`config.mk`:
```
export PLATFORM = sky130hd
export DESIGN_NAME = i2cgx_core
export DESIGN_NICKNAME = d
export VERILOG_FILES = /design/src/design/i2cgx_pkg.sv /design/src/design/i2cgx_core.sv
export SDC_FILE = /design/constraint.sdc
export NUM_CORES = 1
export LEC_CHECK = 0
export BUFFER_PORTS_ARGS = -buffer_cell sky130_fd_sc_hd__buf_2
export CORE_ASPECT_RATIO = 0.9
export CORE_MARGIN = 5
export CORE_UTILIZATION = 50
export CTS_BUF_LIST = sky130_fd_sc_hd__clkbuf_4
export DETAILED_ROUTE_END_ITERATION = 8
export GPL_ROUTABILITY_DRIVEN = 1
export HOLD_SLACK_MARGIN = 0.15
export PLACE_DENSITY_LB_ADDON = 0.15
export SLEW_MARGIN = 5
export SYNTH_ARGS = -nofsm -noshare
export SYNTH_HDL_FRONTEND = slang
export SYNTH_SLANG_ARGS = --single-unit
```
`constraint.sdc`:
```
create_clock -name clk_i -period 2.4 [get_ports clk_i]
set_input_delay 0.48 -clock clk_i [delete_from_list [all_inputs] [get_ports clk_i]]
set_output_delay 0.48 -clock clk_i [all_outputs]
set_load 0.1 [all_outputs]
```
`src/design/i2cgx_pkg.sv`:
```
// shared constants and types for the i2c port expander core
`default_nettype none
package i2cgx_pkg;
   localparam int unsigned PORT_W     = 8;
   localparam logic [3:0]  ADDR_FIXED = 4'h3;
   localparam logic [1:0]  PTR_INPUT  = 2'h0;
   localparam logic [1:0]  PTR_LATCH  = 2'h1;
   localparam logic [1:0]  PTR_INVERT = 2'h2;
   localparam logic [1:0]  PTR_DIR    = 2'h3;
   localparam logic [7:0]  RST_PTR    = 8'h00;
   localparam logic [7:0]  RST_LATCH  = 8'h00;
   localparam logic [7:0]  RST_INVERT = 8'hf0;
   localparam logic [7:0]  RST_DIR    = 8'hff;
   localparam logic [7:0]  RST_INPORT = 8'h00;
   localparam logic [2:0]  BIT_LAST   = 3'h7;
   localparam logic [1:0]  PRIME_DONE = 2'h3;

   typedef enum logic [3:0] {
      S_IDLE, S_ADDR, S_AACK, S_CMD, S_CACK, S_WDATA, S_WACK, S_RDATA, S_MACK, S_SKIP
   } i2cgx_state_t;

   typedef struct packed {
      logic [7:0] ptr;
      logic [7:0] latch;
      logic [7:0] invert;
      logic [7:0] dir;
      logic [7:0] inport;
   } i2cgx_regs_t;

   typedef struct packed {
      logic [7:0] level;
      logic [7:0] oe_n;
   } i2cgx_drv_t;

   typedef struct packed {
      i2cgx_state_t state;
      i2cgx_regs_t  regs;
      logic [1:0]   scl_s;
      logic [1:0]   sda_s;
      logic         scl_p;
      logic         sda_p;
      logic [7:0]   pin_s0;
      logic [7:0]   pin_s1;
      logic [2:0]   adr_s0;
      logic [2:0]   adr_s1;
      logic [7:0]   shreg;
      logic [2:0]   cnt;
      logic         full;
      logic         rw;
      logic         drv;
      logic         addressed;
      logic         nacked;
      logic         irq;
      logic [1:0]   prime;
   } i2cgx_st_t;
endpackage
`default_nettype wire

```
`src/design/i2cgx_core.sv`:
```
// i2c slave port expander: four registers, eight port pins, open-drain interrupt
`default_nettype none
module i2cgx_core
   import i2cgx_pkg::*;
(
   // clock, reset, enable
   input  wire logic       clk_i,
   input  wire logic       rst_n_i,
   input  wire logic       ce_i,
   // i2c bus, open drain
   input  wire logic       scl_i,
   input  wire logic       sda_i,
   output logic            sda_o,
   output logic            sda_oe_n_o,
   // address select straps
   input  wire logic [2:0] addr_select_pins_i,
   // port pins
   input  wire logic [7:0] port_pins_i,
   output var  i2cgx_drv_t port_drv_o,
   // interrupt, open drain
   output logic            irq_n_o,
   output logic            irq_oe_n_o
);

   localparam i2cgx_regs_t REGS_RST = '{
      ptr:    RST_PTR,
      latch:  RST_LATCH,
      invert: RST_INVERT,
      dir:    RST_DIR,
      inport: RST_INPORT
   };

   localparam i2cgx_st_t ST_RST = '{
      state:     S_IDLE,
      regs:      REGS_RST,
      scl_s:     2'h3,
      sda_s:     2'h3,
      scl_p:     1'b1,
      sda_p:     1'b1,
      pin_s0:    8'h00,
      pin_s1:    8'h00,
      adr_s0:    3'h0,
      adr_s1:    3'h0,
      shreg:     8'h00,
      cnt:       3'h0,
      full:      1'b0,
      rw:        1'b0,
      drv:       1'b0,
      addressed: 1'b0,
      nacked:    1'b0,
      irq:       1'b0,
      prime:     2'h0
   };

   logic [1:0] rst_sy_q;
   logic       rst_n;
   i2cgx_st_t  q;
   i2cgx_st_t  d;
   logic       scl;
   logic       sda;
   logic       scl_rise;
   logic       scl_fall;
   logic       start_c;
   logic       stop_c;
   logic [6:0] dev_addr;
   logic [7:0] rd_byte;
   logic [7:0] mismatch;

   // reset released through two flops, asserted at once
   always_ff @(posedge clk_i or negedge rst_n_i) begin
      if (!rst_n_i) begin
         rst_sy_q <= 2'h0;
      end else begin
         rst_sy_q <= {rst_sy_q[0], 1'b1};
      end
   end
   assign rst_n = rst_sy_q[1];

   assign scl      = q.scl_s[1];
   assign sda      = q.sda_s[1];
   assign scl_rise = scl && !q.scl_p;
   assign scl_fall = !scl && q.scl_p;
   // sda moving while scl is high marks start or stop
   assign start_c  = scl && q.scl_p && q.sda_p && !sda;
   assign stop_c   = scl && q.scl_p && !q.sda_p && sda;
   assign dev_addr = {ADDR_FIXED, q.adr_s1};
   // only input pins can differ from the stored snapshot; quiet while the
   // synchronisers still hold reset zeros, else a false edge follows reset
   assign mismatch = (q.prime == PRIME_DONE) ? ((q.pin_s1 ^ q.regs.inport) & q.regs.dir)
                                             : 8'h00;

   always_comb begin
      case (q.regs.ptr[1:0])
         PTR_INPUT:  rd_byte = q.regs.inport ^ (q.regs.invert & q.regs.dir);
         PTR_LATCH:  rd_byte = q.regs.latch;
         PTR_INVERT: rd_byte = q.regs.invert;
         PTR_DIR:    rd_byte = q.regs.dir;
         default:    rd_byte = 8'h00;
      endcase
   end

   always_comb begin
      d        = q;
      d.scl_s  = {q.scl_s[0], scl_i};
      d.sda_s  = {q.sda_s[0], sda_i};
      d.pin_s0 = port_pins_i;
      d.pin_s1 = q.pin_s0;
      d.adr_s0 = addr_select_pins_i;
      d.adr_s1 = q.adr_s0;
      d.scl_p  = scl;
      d.sda_p  = sda;
      // level compare: a pin returning to its old level drops the request
      d.irq    = |mismatch;

      // wait for the pin synchronisers to fill before taking a snapshot
      if (q.prime != PRIME_DONE) begin
         d.prime       = q.prime + 2'h1;
         d.regs.inport = q.pin_s1;
      end

      if (stop_c) begin
         // partial bytes are dropped, committed registers stay
         d.state = S_IDLE;
         d.drv   = 1'b0;
         d.full  = 1'b0;
         if (q.addressed) begin
            d.regs.inport = q.pin_s1;
         end
         d.addressed = 1'b0;
      end else if (start_c) begin
         d.state     = S_ADDR;
         d.cnt       = 3'h0;
         d.full      = 1'b0;
         d.drv       = 1'b0;
         d.addressed = 1'b0;
      end else begin
         case (q.state)
            S_ADDR, S_CMD, S_WDATA: begin
               if (scl_rise) begin
                  d.shreg = {q.shreg[6:0], sda};
                  d.cnt   = q.cnt + 3'h1;
                  d.full  = (q.cnt == BIT_LAST);
               end
               if (scl_fall && q.full) begin
                  d.full = 1'b0;
                  d.cnt  = 3'h0;
                  case (q.state)
                     S_ADDR: begin
                        if (q.shreg[7:1] == dev_addr) begin
                           d.rw        = q.shreg[0];
                           d.drv       = 1'b1;
                           d.addressed = 1'b1;
                           d.state     = S_AACK;
                        end else begin
                           // other slaves' traffic is ignored entirely
                           d.state = S_SKIP;
                        end
                     end
                     S_CMD: begin
                        d.regs.ptr = q.shreg;
                        d.drv      = 1'b1;
                        d.state    = S_CACK;
                     end
                     default: begin
                        // same register every byte, last one wins
                        case (q.regs.ptr[1:0])
                           PTR_LATCH:  d.regs.latch  = q.shreg;
                           PTR_INVERT: d.regs.invert = q.shreg;
                           PTR_DIR:    d.regs.dir    = q.shreg;
                           default:    d.regs.latch  = q.regs.latch;
                        endcase
                        d.drv   = 1'b1;
                        d.state = S_WACK;
                     end
                  endcase
               end
            end
            S_AACK, S_CACK, S_WACK: begin
               if (scl_rise && q.state == S_AACK && q.rw
                   && q.regs.ptr[1:0] == PTR_INPUT) begin
                  d.regs.inport = q.pin_s1;
               end
               if (scl_fall) begin
                  d.drv = 1'b0;
                  d.cnt = 3'h0;
                  if (q.state == S_AACK && q.rw) begin
                     // no command byte in a read, the pointer is reused
                     d.shreg = rd_byte;
                     d.drv   = ~rd_byte[7];
                     d.state = S_RDATA;
                  end else if (q.state == S_AACK) begin
                     d.state = S_CMD;
                  end else begin
                     d.state = S_WDATA;
                  end
               end
            end
            S_RDATA: begin
               if (scl_fall) begin
                  if (q.cnt == BIT_LAST) begin
                     d.drv   = 1'b0;
                     d.cnt   = 3'h0;
                     d.state = S_MACK;
                  end else begin
                     d.shreg = {q.shreg[6:0], 1'b0};
                     d.drv   = ~q.shreg[6];
                     d.cnt   = q.cnt + 3'h1;
                  end
               end
            end
            S_MACK: begin
               if (scl_rise) begin
                  d.nacked = sda;
                  if (q.regs.ptr[1:0] == PTR_INPUT) begin
                     d.regs.inport = q.pin_s1;
                  end
               end
               if (scl_fall) begin
                  if (q.nacked) begin
                     d.state = S_SKIP;
                  end else begin
                     d.shreg = rd_byte;
                     d.drv   = ~rd_byte[7];
                     d.state = S_RDATA;
                  end
               end
            end
            S_IDLE, S_SKIP: begin
               d.drv = 1'b0;
            end
            default: begin
               d.state = S_IDLE;
               d.drv   = 1'b0;
            end
         endcase
      end
   end

   // reset pin holds every register at its default while low
   always_ff @(posedge clk_i or negedge rst_n) begin
      if (!rst_n) begin
         q <= ST_RST;
      end else if (ce_i) begin
         q <= d;
      end
   end

   assign sda_o            = 1'b0;
   assign sda_oe_n_o       = ~q.drv;
   assign port_drv_o       = '{level: q.regs.latch, oe_n: q.regs.dir};
   assign irq_n_o          = 1'b0;
   assign irq_oe_n_o       = ~q.irq;
endmodule
`default_nettype wire

```
==> metrics.txt, run 1 <==
# TYPE chip_impl_metric gauge
chip_impl_info{name="status",value="finished, final reports clean"} 1
chip_impl_info{name="post-synth-top-area-cell",value="dfrtp_1"} 1
chip_impl_info{name="synth.top_cells.by_area",value="dfrtp_1, mux2_2, dfstp_2"} 1
chip_impl_metric{name="finalCoreUtilization",unit="%"} 56.4
chip_impl_metric{name="power.clock.fraction",unit="%"} 27.1
chip_impl_metric{name="cts.sink_count",unit=""} 87
chip_impl_metric{name="area.sequential",unit="µm²"} 2200
chip_impl_metric{name="timing.final.crit_share",unit="%"} 91.2
chip_impl_info{name="synth_flop_cell",value="dfrtp_1"} 1
chip_impl_metric{name="floorplan.rows",unit=""} 33
chip_impl_metric{name="power.share.combinational",unit="%"} 17.4
chip_impl_metric{name="finalHoldWorstSlack",unit="ns"} 0.238
chip_impl_metric{name="finalWorstPathRequiredPeriod",unit="ns"} 2.19
chip_impl_metric{name="placement.cell_area",unit="µm²"} 5010
chip_impl_metric{name="die_area",unit="µm²"} 11500
chip_impl_metric{name="grt_pass1_vias",unit=""} 3302
chip_impl_metric{name="peakVddDrop",unit="µV"} 431
chip_impl_metric{name="min_path_cells",unit=""} 2
chip_impl_metric{name="design_area",unit="µm²"} 5170
chip_impl_metric{name="syn-cell-area",unit="µm²"} 4730
chip_impl_metric{name="ff2ff_path_depth",unit=""} 6
chip_impl_metric{name="worst_pin_slew",unit="ns"} 0.502
chip_impl_info{name="clockRootBuffer",value="clkbuf_4"} 1
chip_impl_info{name="crit_path_end_kind",value="flip-flop"} 1
chip_impl_metric{name="fillers",unit=""} 814
chip_impl_metric{name="detailroute.via_count",unit=""} 3356
chip_impl_metric{name="synth_edf_count",unit=""} 0
chip_impl_metric{name="setup_total_negative_slack",unit="ns"} 0
chip_impl_metric{name="first_drt_iteration_drcs",unit=""} 158
chip_impl_metric{name="overflow",unit=""} 0
chip_impl_metric{name="floorplan.die.height",unit="µm"} 102
chip_impl_metric{name="detailed_place_hpwl",unit="mm"} 7.96
chip_impl_metric{name="postSynthCellCount",unit=""} 420
chip_impl_metric{name="cp_data_arrival_time",unit="ns"} 2.52
chip_impl_metric{name="yosysWarningCount",unit=""} 0
chip_impl_metric{name="wl",unit="mm"} 10.9
chip_impl_metric{name="multi_input_logic_area",unit="µm²"} 2270
chip_impl_metric{name="hold_viol_final",unit=""} 0
chip_impl_metric{name="finalPower",unit="µW"} 3320
chip_impl_info{name="setup_repair_after_global_routing_missed_its_margin",value="no"} 1
chip_impl_metric{name="input_output_buffers",unit=""} 33
chip_impl_info{name="worstPathCellList",value="nor3_4, xnor2_1, or2_4, nor4_4, buf_4, mux2_2"} 1
chip_impl_metric{name="synth_fa_ha_area_share",unit="%"} 0.794
chip_impl_info{name="tritoncts_clock_tree",value="yes"} 1
chip_impl_metric{name="cts-buffers-inserted",unit=""} 9
chip_impl_metric{name="synth_xor_area_share",unit="%"} 2.78
chip_impl_info{name="synth_top_cells_by_count",value="mux2_2, dfrtp_1, nor2_1, o21ai_0"} 1
chip_impl_metric{name="globalplace.congestion",unit=""} 0.902
chip_impl_metric{name="core-area",unit="µm²"} 9170
chip_impl_metric{name="share_of_cells_above_drive_strength_1",unit="%"} 40.5
chip_impl_metric{name="postCtsSetupBuffers",unit=""} 0
chip_impl_metric{name="fmax",unit="MHz"} 457
chip_impl_metric{name="antenna_cells_inserted",unit=""} 0
chip_impl_metric{name="clk_pin_slew",unit="ns"} 0.16
chip_impl_metric{name="routedWlPerCell",unit="µm"} 18.9
chip_impl_info{name="cpMaxStageDelayCell",value="dfrtp_1"} 1
chip_impl_metric{name="hold_fix_buffers_cts",unit=""} 1
chip_impl_metric{name="setup_viol",unit=""} 0
chip_impl_metric{name="pwr-share-seq",unit="%"} 55.5
chip_impl_metric{name="switching_pwr",unit="µW"} 1020
chip_impl_metric{name="synth-simple-area-share",unit="%"} 11.9
chip_impl_metric{name="io-pin-count",unit=""} 36
chip_impl_metric{name="die-width",unit="µm"} 112
chip_impl_metric{name="avgViaCountPerCell",unit=""} 5.83
chip_impl_metric{name="detail_route.first_pass.iterations",unit=""} 4
chip_impl_metric{name="syn_avg_cell_area",unit="µm²"} 11.3
chip_impl_metric{name="ys_ff_latch",unit=""} 87
chip_impl_metric{name="p_per_area",unit="nW/µm²"} 642
chip_impl_metric{name="maxCapViolations",unit=""} 0
chip_impl_info{name="timing.setup.critical_path_class",value="flip-flop to flip-flop"} 1
chip_impl_metric{name="count_of_instances_resized_after_the_clock_tree_is_built",unit=""} 0
chip_impl_metric{name="sw_frac_of_total",unit="%"} 30.6
chip_impl_metric{name="antenna_violations_before_repair",unit=""} 0
chip_impl_metric{name="pint",unit="µW"} 2300
chip_impl_metric{name="num-nets-final",unit=""} 468
chip_impl_metric{name="required",unit="ns"} 2.73
chip_impl_metric{name="timing.max_slew.rel_slack",unit="%"} 66.5
chip_impl_metric{name="grt_resource_usage_total",unit="%"} 20.1
chip_impl_metric{name="post_synth_num_cell_types",unit=""} 64
chip_impl_metric{name="synth_sequential_area_ratio",unit="%"} 46.5
chip_impl_metric{name="grt_max_degree",unit=""} 52
chip_impl_metric{name="synth_mux_area_share",unit="%"} 19.5
chip_impl_metric{name="start_util",unit="%"} 51.6
chip_impl_metric{name="grt_pass1_wl",unit="mm"} 18.0
chip_impl_metric{name="max_stage_delay",unit="ns"} 0.53
chip_impl_metric{name="detail_route.drc_violations",unit=""} 0
chip_impl_metric{name="path_max_fanout",unit=""} 9
chip_impl_info{name="cp-start-kind",value="flip-flop"} 1
chip_impl_info{name="synth_top_family_by_area",value="multiplexers"} 1
chip_impl_info{name="hold_path.class",value="primary input to flip-flop"} 1
chip_impl_metric{name="power.static_leakage",unit="µW"} 0.00225
chip_impl_metric{name="worst_clock_skew",unit="ns"} 0.0284
chip_impl_metric{name="share_of_the_synthesized_area_in_compound_gates_ao_oa_aoi_oai",unit="%"} 12.9
chip_impl_metric{name="cts.path.max_buffers",unit=""} 2
chip_impl_info{name="yosys.cell_count.top_type",value="mux2_2"} 1
chip_impl_metric{name="layout-area-overhead-vs-synth",unit="%"} 9.29
chip_impl_metric{name="clk_latency",unit="ns"} 0.46
chip_impl_metric{name="synthDominantCellAreaShare",unit="%"} 36.5
chip_impl_metric{name="clock_tree.htree_level_count",unit=""} 3
chip_impl_metric{name="route.antenna.remaining_nets",unit=""} 0
chip_impl_metric{name="finalMaxSlewViolations",unit=""} 0
chip_impl_metric{name="async_reset_ff_share",unit="%"} 100
-- area by class of cell --
| class | count | area share, % |
|---|---|---|
| clock inverter | 6 | 1.45 |
| timing repair buffer | 56 | 6.83 |
| inverter | 9 | 0.654 |
| sequential | 87 | 42.6 |
| multi-input combinational | 286 | 44.0 |
| tap | 122 | 2.95 |
| clock buffer | 10 | 1.45 |
-- state kept, by name (all words and copies together) (netlist names) --
register    cells
d              15
dev_addr        3
port_drv_o     16
q              51
rst_sy_q        2
-- metal layers --
metal  vias to the layer above  track usage [%]  part of all wire, %
li1                       1586                -                    -
met1                      1661             29.8                   48
met2                        98             29.5                   44
met3                        11             4.14                  6.2
met4                         0             6.56                  1.5
met5                         -                0                    0
-- logic make-up (layout without fill, tap and decap cells) --
logic type      Yosys count  in the layout
compound gates           87             87
simple gates             96             96
fa+ha+maj                 3              3
mux                      82             82
other cells               2              3
buf+inv                  48             81
flops                    87             87
xor+xnor                 15             15
-- power by group through the flow --
| stage | clock, µW | sequential (µW) | combinational (µW) |
|---|---|---|---|
| finish | 900 | 1840 | 576 |
| detailed placement | 0 | 1870 | 577 |
| global placement | 0 | 1850 | 559 |
| global route | 986 | 1870 | 637 |
| CTS | 927 | 1840 | 582 |
| floorplan | 0 | 1790 | 470 |
-- final timing paths --
check | startpoint | endpoint | slack, ns
hold reg to reg | rst_sy_q[1]$_DFF_PN0_ | q[8]$_DFFE_PN0P_ | 0.31
max in group asynchronous | rst_sy_q[1]$_DFF_PN0_ | port_drv_o[4]$_DFFE_PN1P_ | 1.36
setup reg to reg | q[89]$_DFFE_PN0P_ | q[17]$_DFFE_PN0P_ | 0.21
min in group asynchronous | rst_n_i | rst_sy_q[1]$_DFF_PN0_ | 0.29
hold / removal | sda_i | d[44]$_DFFE_PN1P_ | 0.24
setup / recovery | q[89]$_DFFE_PN0P_ | q[17]$_DFFE_PN0P_ | 0.21
-- layout by cell type, fill, tap and decap left out, types with 4 or more instances in the layout --
cell      synthesis  routed
nand2b_1          6       6
xor2_1            9       9
clkbuf_4          0      10
o21ai_0          19      19
nand4_1           4       4
inv_1             9       9
a31oi_1           7       7
nor2_1           19      19
nand4b_1          4       4
nand2_1          18      18
a22oi_1           5       5
dfstp_2          18      18
buf_4            18      21
a21oi_1          14      14
a32o_1            5       5
dfrtp_1          69      68
mux2_2           80      80
nand3_1          15      15
buf_2             2      33
nor2b_1           6       6
a211o_1           8       8
xnor2_1           6       6
-- per-stage QoR --
| step | setup WS (ns) | cells |
|---|---|---|
| floorplan | 0.241 | 421 |
| global placement | 0.283 | 559 |
| detailed placement | 0.268 | 559 |
| CTS | 0.206 | 576 |
| global route | 0.0927 | 576 |
| finish | 0.210 | 576 |
-- critical path, delay by kind of cell (launching register included) --
kind / cells / cell delay, ns
buffers and inverters: 1 / 0.21
flip-flops: 1 / 0.53
AND/OR/NAND/NOR: 3 / 0.81
multiplexers: 1 / 0.35
XOR/XNOR: 1 / 0.17
Note: power is estimated with default switching activity, not from simulation.
==> run 2: changes to the inputs <==
--- a/config.mk
+++ b/config.mk
@@ -6,14 +6,16 @@
 export NUM_CORES = 1
 export LEC_CHECK = 0
 export BUFFER_PORTS_ARGS = -buffer_cell sky130_fd_sc_hd__buf_2
+export CELL_PAD_IN_SITES_DETAIL_PLACEMENT = 0
+export CELL_PAD_IN_SITES_GLOBAL_PLACEMENT = 1
 export CORE_ASPECT_RATIO = 0.9
 export CORE_MARGIN = 5
-export CORE_UTILIZATION = 50
+export CORE_UTILIZATION = 45
 export CTS_BUF_LIST = sky130_fd_sc_hd__clkbuf_4
 export DETAILED_ROUTE_END_ITERATION = 8
 export GPL_ROUTABILITY_DRIVEN = 1
 export HOLD_SLACK_MARGIN = 0.15
-export PLACE_DENSITY_LB_ADDON = 0.15
+export PLACE_DENSITY = 0.86
 export SLEW_MARGIN = 5
 export SYNTH_ARGS = -nofsm -noshare
 export SYNTH_HDL_FRONTEND = slang
==> run 2 against run 1 <==
Net effect: cell area decreased by 0.22%; register-to-register slack lost 0.06 ns; cell count up 1.2%; first-iteration DRC count increased by 16%; worst setup slack got worse by 0.061 ns; largest cell class unchanged; largest power group unchanged.
==> metrics.txt, run 2 (same netlist as run 1, synthesis figures left out) <==
# TYPE chip_impl_metric gauge
chip_impl_info{name="cp-start-kind",value="flip-flop"} 1
chip_impl_metric{name="routed-wl-met2",unit="mm"} 4.80
chip_impl_metric{name="detailroute.via_count",unit=""} 3425
chip_impl_metric{name="worst_clock_skew",unit="ns"} 0.0195
chip_impl_metric{name="num-nets-final",unit=""} 467
chip_impl_metric{name="finalCoreUtilization",unit="%"} 50.3
chip_impl_metric{name="length_of_routed_met3_wiring",unit="µm"} 527
chip_impl_info{name="timing.critical_path.from",value="q[87]$_DFFE_PN0P_"} 1
chip_impl_metric{name="non_filler_cells_final",unit=""} 583
chip_impl_metric{name="floorplan.rows",unit=""} 35
chip_impl_metric{name="worst_pin_slew",unit="ns"} 0.633
chip_impl_metric{name="layout-area-overhead-vs-synth",unit="%"} 9.05
chip_impl_metric{name="cp_num_cells",unit=""} 6
chip_impl_metric{name="input_output_buffers",unit=""} 33
chip_impl_metric{name="grt_pass1_vias",unit=""} 3395
chip_impl_metric{name="route.antenna.remaining_nets",unit=""} 0
chip_impl_metric{name="antenna_violations_before_repair",unit=""} 1
chip_impl_metric{name="placedCellCount",unit=""} 565
chip_impl_info{name="tritoncts_clock_tree",value="yes"} 1
chip_impl_info{name="timing.setup.critical_path_class",value="flip-flop to flip-flop"} 1
chip_impl_metric{name="core-area",unit="µm²"} 10200
chip_impl_info{name="reg2reg_to",value="q[16]$_DFFE_PN0P_"} 1
chip_impl_metric{name="floorplan.die.height",unit="µm"} 107
chip_impl_metric{name="clk_pin_slew",unit="ns"} 0.16
chip_impl_metric{name="route.layer.met1.wl",unit="mm"} 5.28
chip_impl_metric{name="finalWorstPathRequiredPeriod",unit="ns"} 2.25
chip_impl_metric{name="finalMaxSlewViolations",unit=""} 0
chip_impl_info{name="route.top_layer_used",value="met4"} 1
chip_impl_info{name="most-common-layout-cells",value="mux2_2, dfrtp_1, buf_2, buf_4"} 1
chip_impl_info{name="setup_repair_after_global_routing_missed_its_margin",value="no"} 1
chip_impl_metric{name="cts.path.max_buffers",unit=""} 2
chip_impl_info{name="status",value="finished, final reports clean"} 1
chip_impl_metric{name="rrSetupSlack",unit="ns"} 0.15
chip_impl_metric{name="cp_data_arrival_time",unit="ns"} 2.59
chip_impl_metric{name="path_buf_inv",unit=""} 1
chip_impl_metric{name="power.static_leakage",unit="µW"} 0.00223
chip_impl_metric{name="worst_path_setup_slack_after_routing",unit="ns"} 0.149
chip_impl_metric{name="dp_slack",unit="ns"} 0.198
chip_impl_info{name="final_common_cell",value="mux2_2"} 1
chip_impl_metric{name="ff2ff_path_depth",unit=""} 6
chip_impl_info{name="crit_path_end_kind",value="flip-flop"} 1
chip_impl_metric{name="hold_viol_final",unit=""} 0
chip_impl_info{name="clockRootBuffer",value="clkbuf_4"} 1
chip_impl_metric{name="cts.sink_count",unit=""} 87
chip_impl_info{name="worstPathCellList",value="nor3_4, xnor2_1, or2_4, nor4_4, buf_4, mux2_2"} 1
chip_impl_metric{name="io-pin-count",unit=""} 36
chip_impl_metric{name="path_max_fanout",unit=""} 14
chip_impl_metric{name="first_drt_iteration_drcs",unit=""} 183
chip_impl_metric{name="overflow",unit=""} 0
chip_impl_info{name="endpoint",value="q[16]$_DFFE_PN0P_"} 1
chip_impl_metric{name="clock_tree.htree_level_count",unit=""} 3
chip_impl_metric{name="p_per_area",unit="nW/µm²"} 627
chip_impl_metric{name="wl",unit="mm"} 10.8
chip_impl_metric{name="timing.final.crit_share",unit="%"} 93.8
chip_impl_metric{name="detail_route.first_pass.iterations",unit=""} 4
chip_impl_metric{name="largest_reg_flops",unit=""} 51
chip_impl_metric{name="clk_latency",unit="ns"} 0.45
chip_impl_metric{name="detail_route.drc_violations",unit=""} 0
chip_impl_metric{name="finalHoldWorstSlack",unit="ns"} 0.247
chip_impl_info{name="path_delay_family",value="simple AND/OR/NAND/NOR gates"} 1
chip_impl_metric{name="setup_viol",unit=""} 0
chip_impl_metric{name="cts-buffers-inserted",unit=""} 9
chip_impl_metric{name="setup_total_negative_slack",unit="ns"} 0
chip_impl_metric{name="fmax",unit="MHz"} 444
chip_impl_metric{name="peakVddDrop",unit="µV"} 441
chip_impl_metric{name="required",unit="ns"} 2.73
chip_impl_metric{name="timing.max_slew.rel_slack",unit="%"} 57.8
chip_impl_info{name="cpMaxStageDelayCell",value="dfrtp_1"} 1
chip_impl_info{name="crit-reg2reg-launch",value="q[87]$_DFFE_PN0P_"} 1
chip_impl_info{name="registers.top_by_ff_count",value="q"} 1
chip_impl_metric{name="avgViaCountPerCell",unit=""} 5.87
chip_impl_metric{name="die_area",unit="µm²"} 12700
chip_impl_info{name="hold_path.class",value="primary input to flip-flop"} 1
chip_impl_metric{name="grt_max_degree",unit=""} 51
chip_impl_metric{name="grt_resource_usage_total",unit="%"} 17.8
chip_impl_metric{name="max_stage_delay",unit="ns"} 0.58
chip_impl_metric{name="globalplace.congestion",unit=""} 0.959
chip_impl_metric{name="routedWlPerCell",unit="µm"} 18.5
chip_impl_metric{name="share_of_cells_above_drive_strength_1",unit="%"} 40.4
chip_impl_metric{name="maxCapViolations",unit=""} 0
chip_impl_metric{name="detailed_place_hpwl",unit="mm"} 7.92
chip_impl_metric{name="grt_pass1_wl",unit="mm"} 18.2
chip_impl_metric{name="start_util",unit="%"} 46.1
chip_impl_metric{name="die-width",unit="µm"} 118
==> run 2: cell types whose count changed in the layout (fill, tap and decap cells not counted), sizes merged <==
cell	previous run	this run
clkbuf	10	9
buf	55	54
bufinv	1	0
inv	12	14
diode	0	1
==> run 2: final cells by class <==
| cell class | instances | area [µm²] |
|---|---|---|
| flip-flops and latches | 87 | 2200 |
| fillers | 936 | 5090 |
| repair buffers | 55 | 345 |
| diodes | 1 | 2.50 |
| clock buffers | 9 | 67.6 |
| well taps | 129 | 161 |
| clock inverters | 7 | 67.6 |
| multi-input cells | 286 | 2270 |
| inverters | 9 | 33.8 |
==> run 2: what timing repair did <==
action                                 in CTS  in global routing
hold buffers                                1                  0
endpoints found under the hold margin       2                  0
setup buffers                               0                  0
resized for setup                           0                  0
==> run 2: per-stage QoR <==
stage          area, µm²  power (µW)
6_report            5150        3230
3_3_place_gp        5010        2400
2_1_floorplan       4730        2260
5_1_grt             5150        3430
4_1_cts             5150        3260
3_5_place_dp        5010        2430
==> run 2: per-layer routing <==
metal | GRT usage, % | up-vias
met5 | 0 | -
met4 | 5.49 | 0
met3 | 3.53 | 14
met2 | 26.9 | 86
met1 | 25.8 | 1732
li1 | - | 1593
==> run 2: how the worst min path moves through the flow <==
stage | start | end | slack (ns) | cells after the start
final | addr_select_pins_i[1] | d[20]$_DFFE_PN0P_ | 0.25 | 2
after global routing | addr_select_pins_i[2] | d[21]$_DFFE_PN0P_ | 0.19 | 2
after CTS | sda_i | d[44]$_DFFE_PN1P_ | 0.22 | 2
after detailed placement | rst_n_i | rst_sy_q[0]$_DFF_PN0_ | 0.27 | 1
after global placement | rst_n_i | rst_sy_q[0]$_DFF_PN0_ | 0.27 | 1
after floorplan | rst_n_i | rst_sy_q[0]$_DFF_PN0_ | 0.18 | 0
==> run 2: report_power, final <==
| group | switching (µW) | leakage [µW] | internal [µW] |
|---|---|---|---|
| clock network | 577 | 0.0000729 | 244 |
| registers | 200 | 0.00107 | 1630 |
| logic | 257 | 0.00109 | 320 |
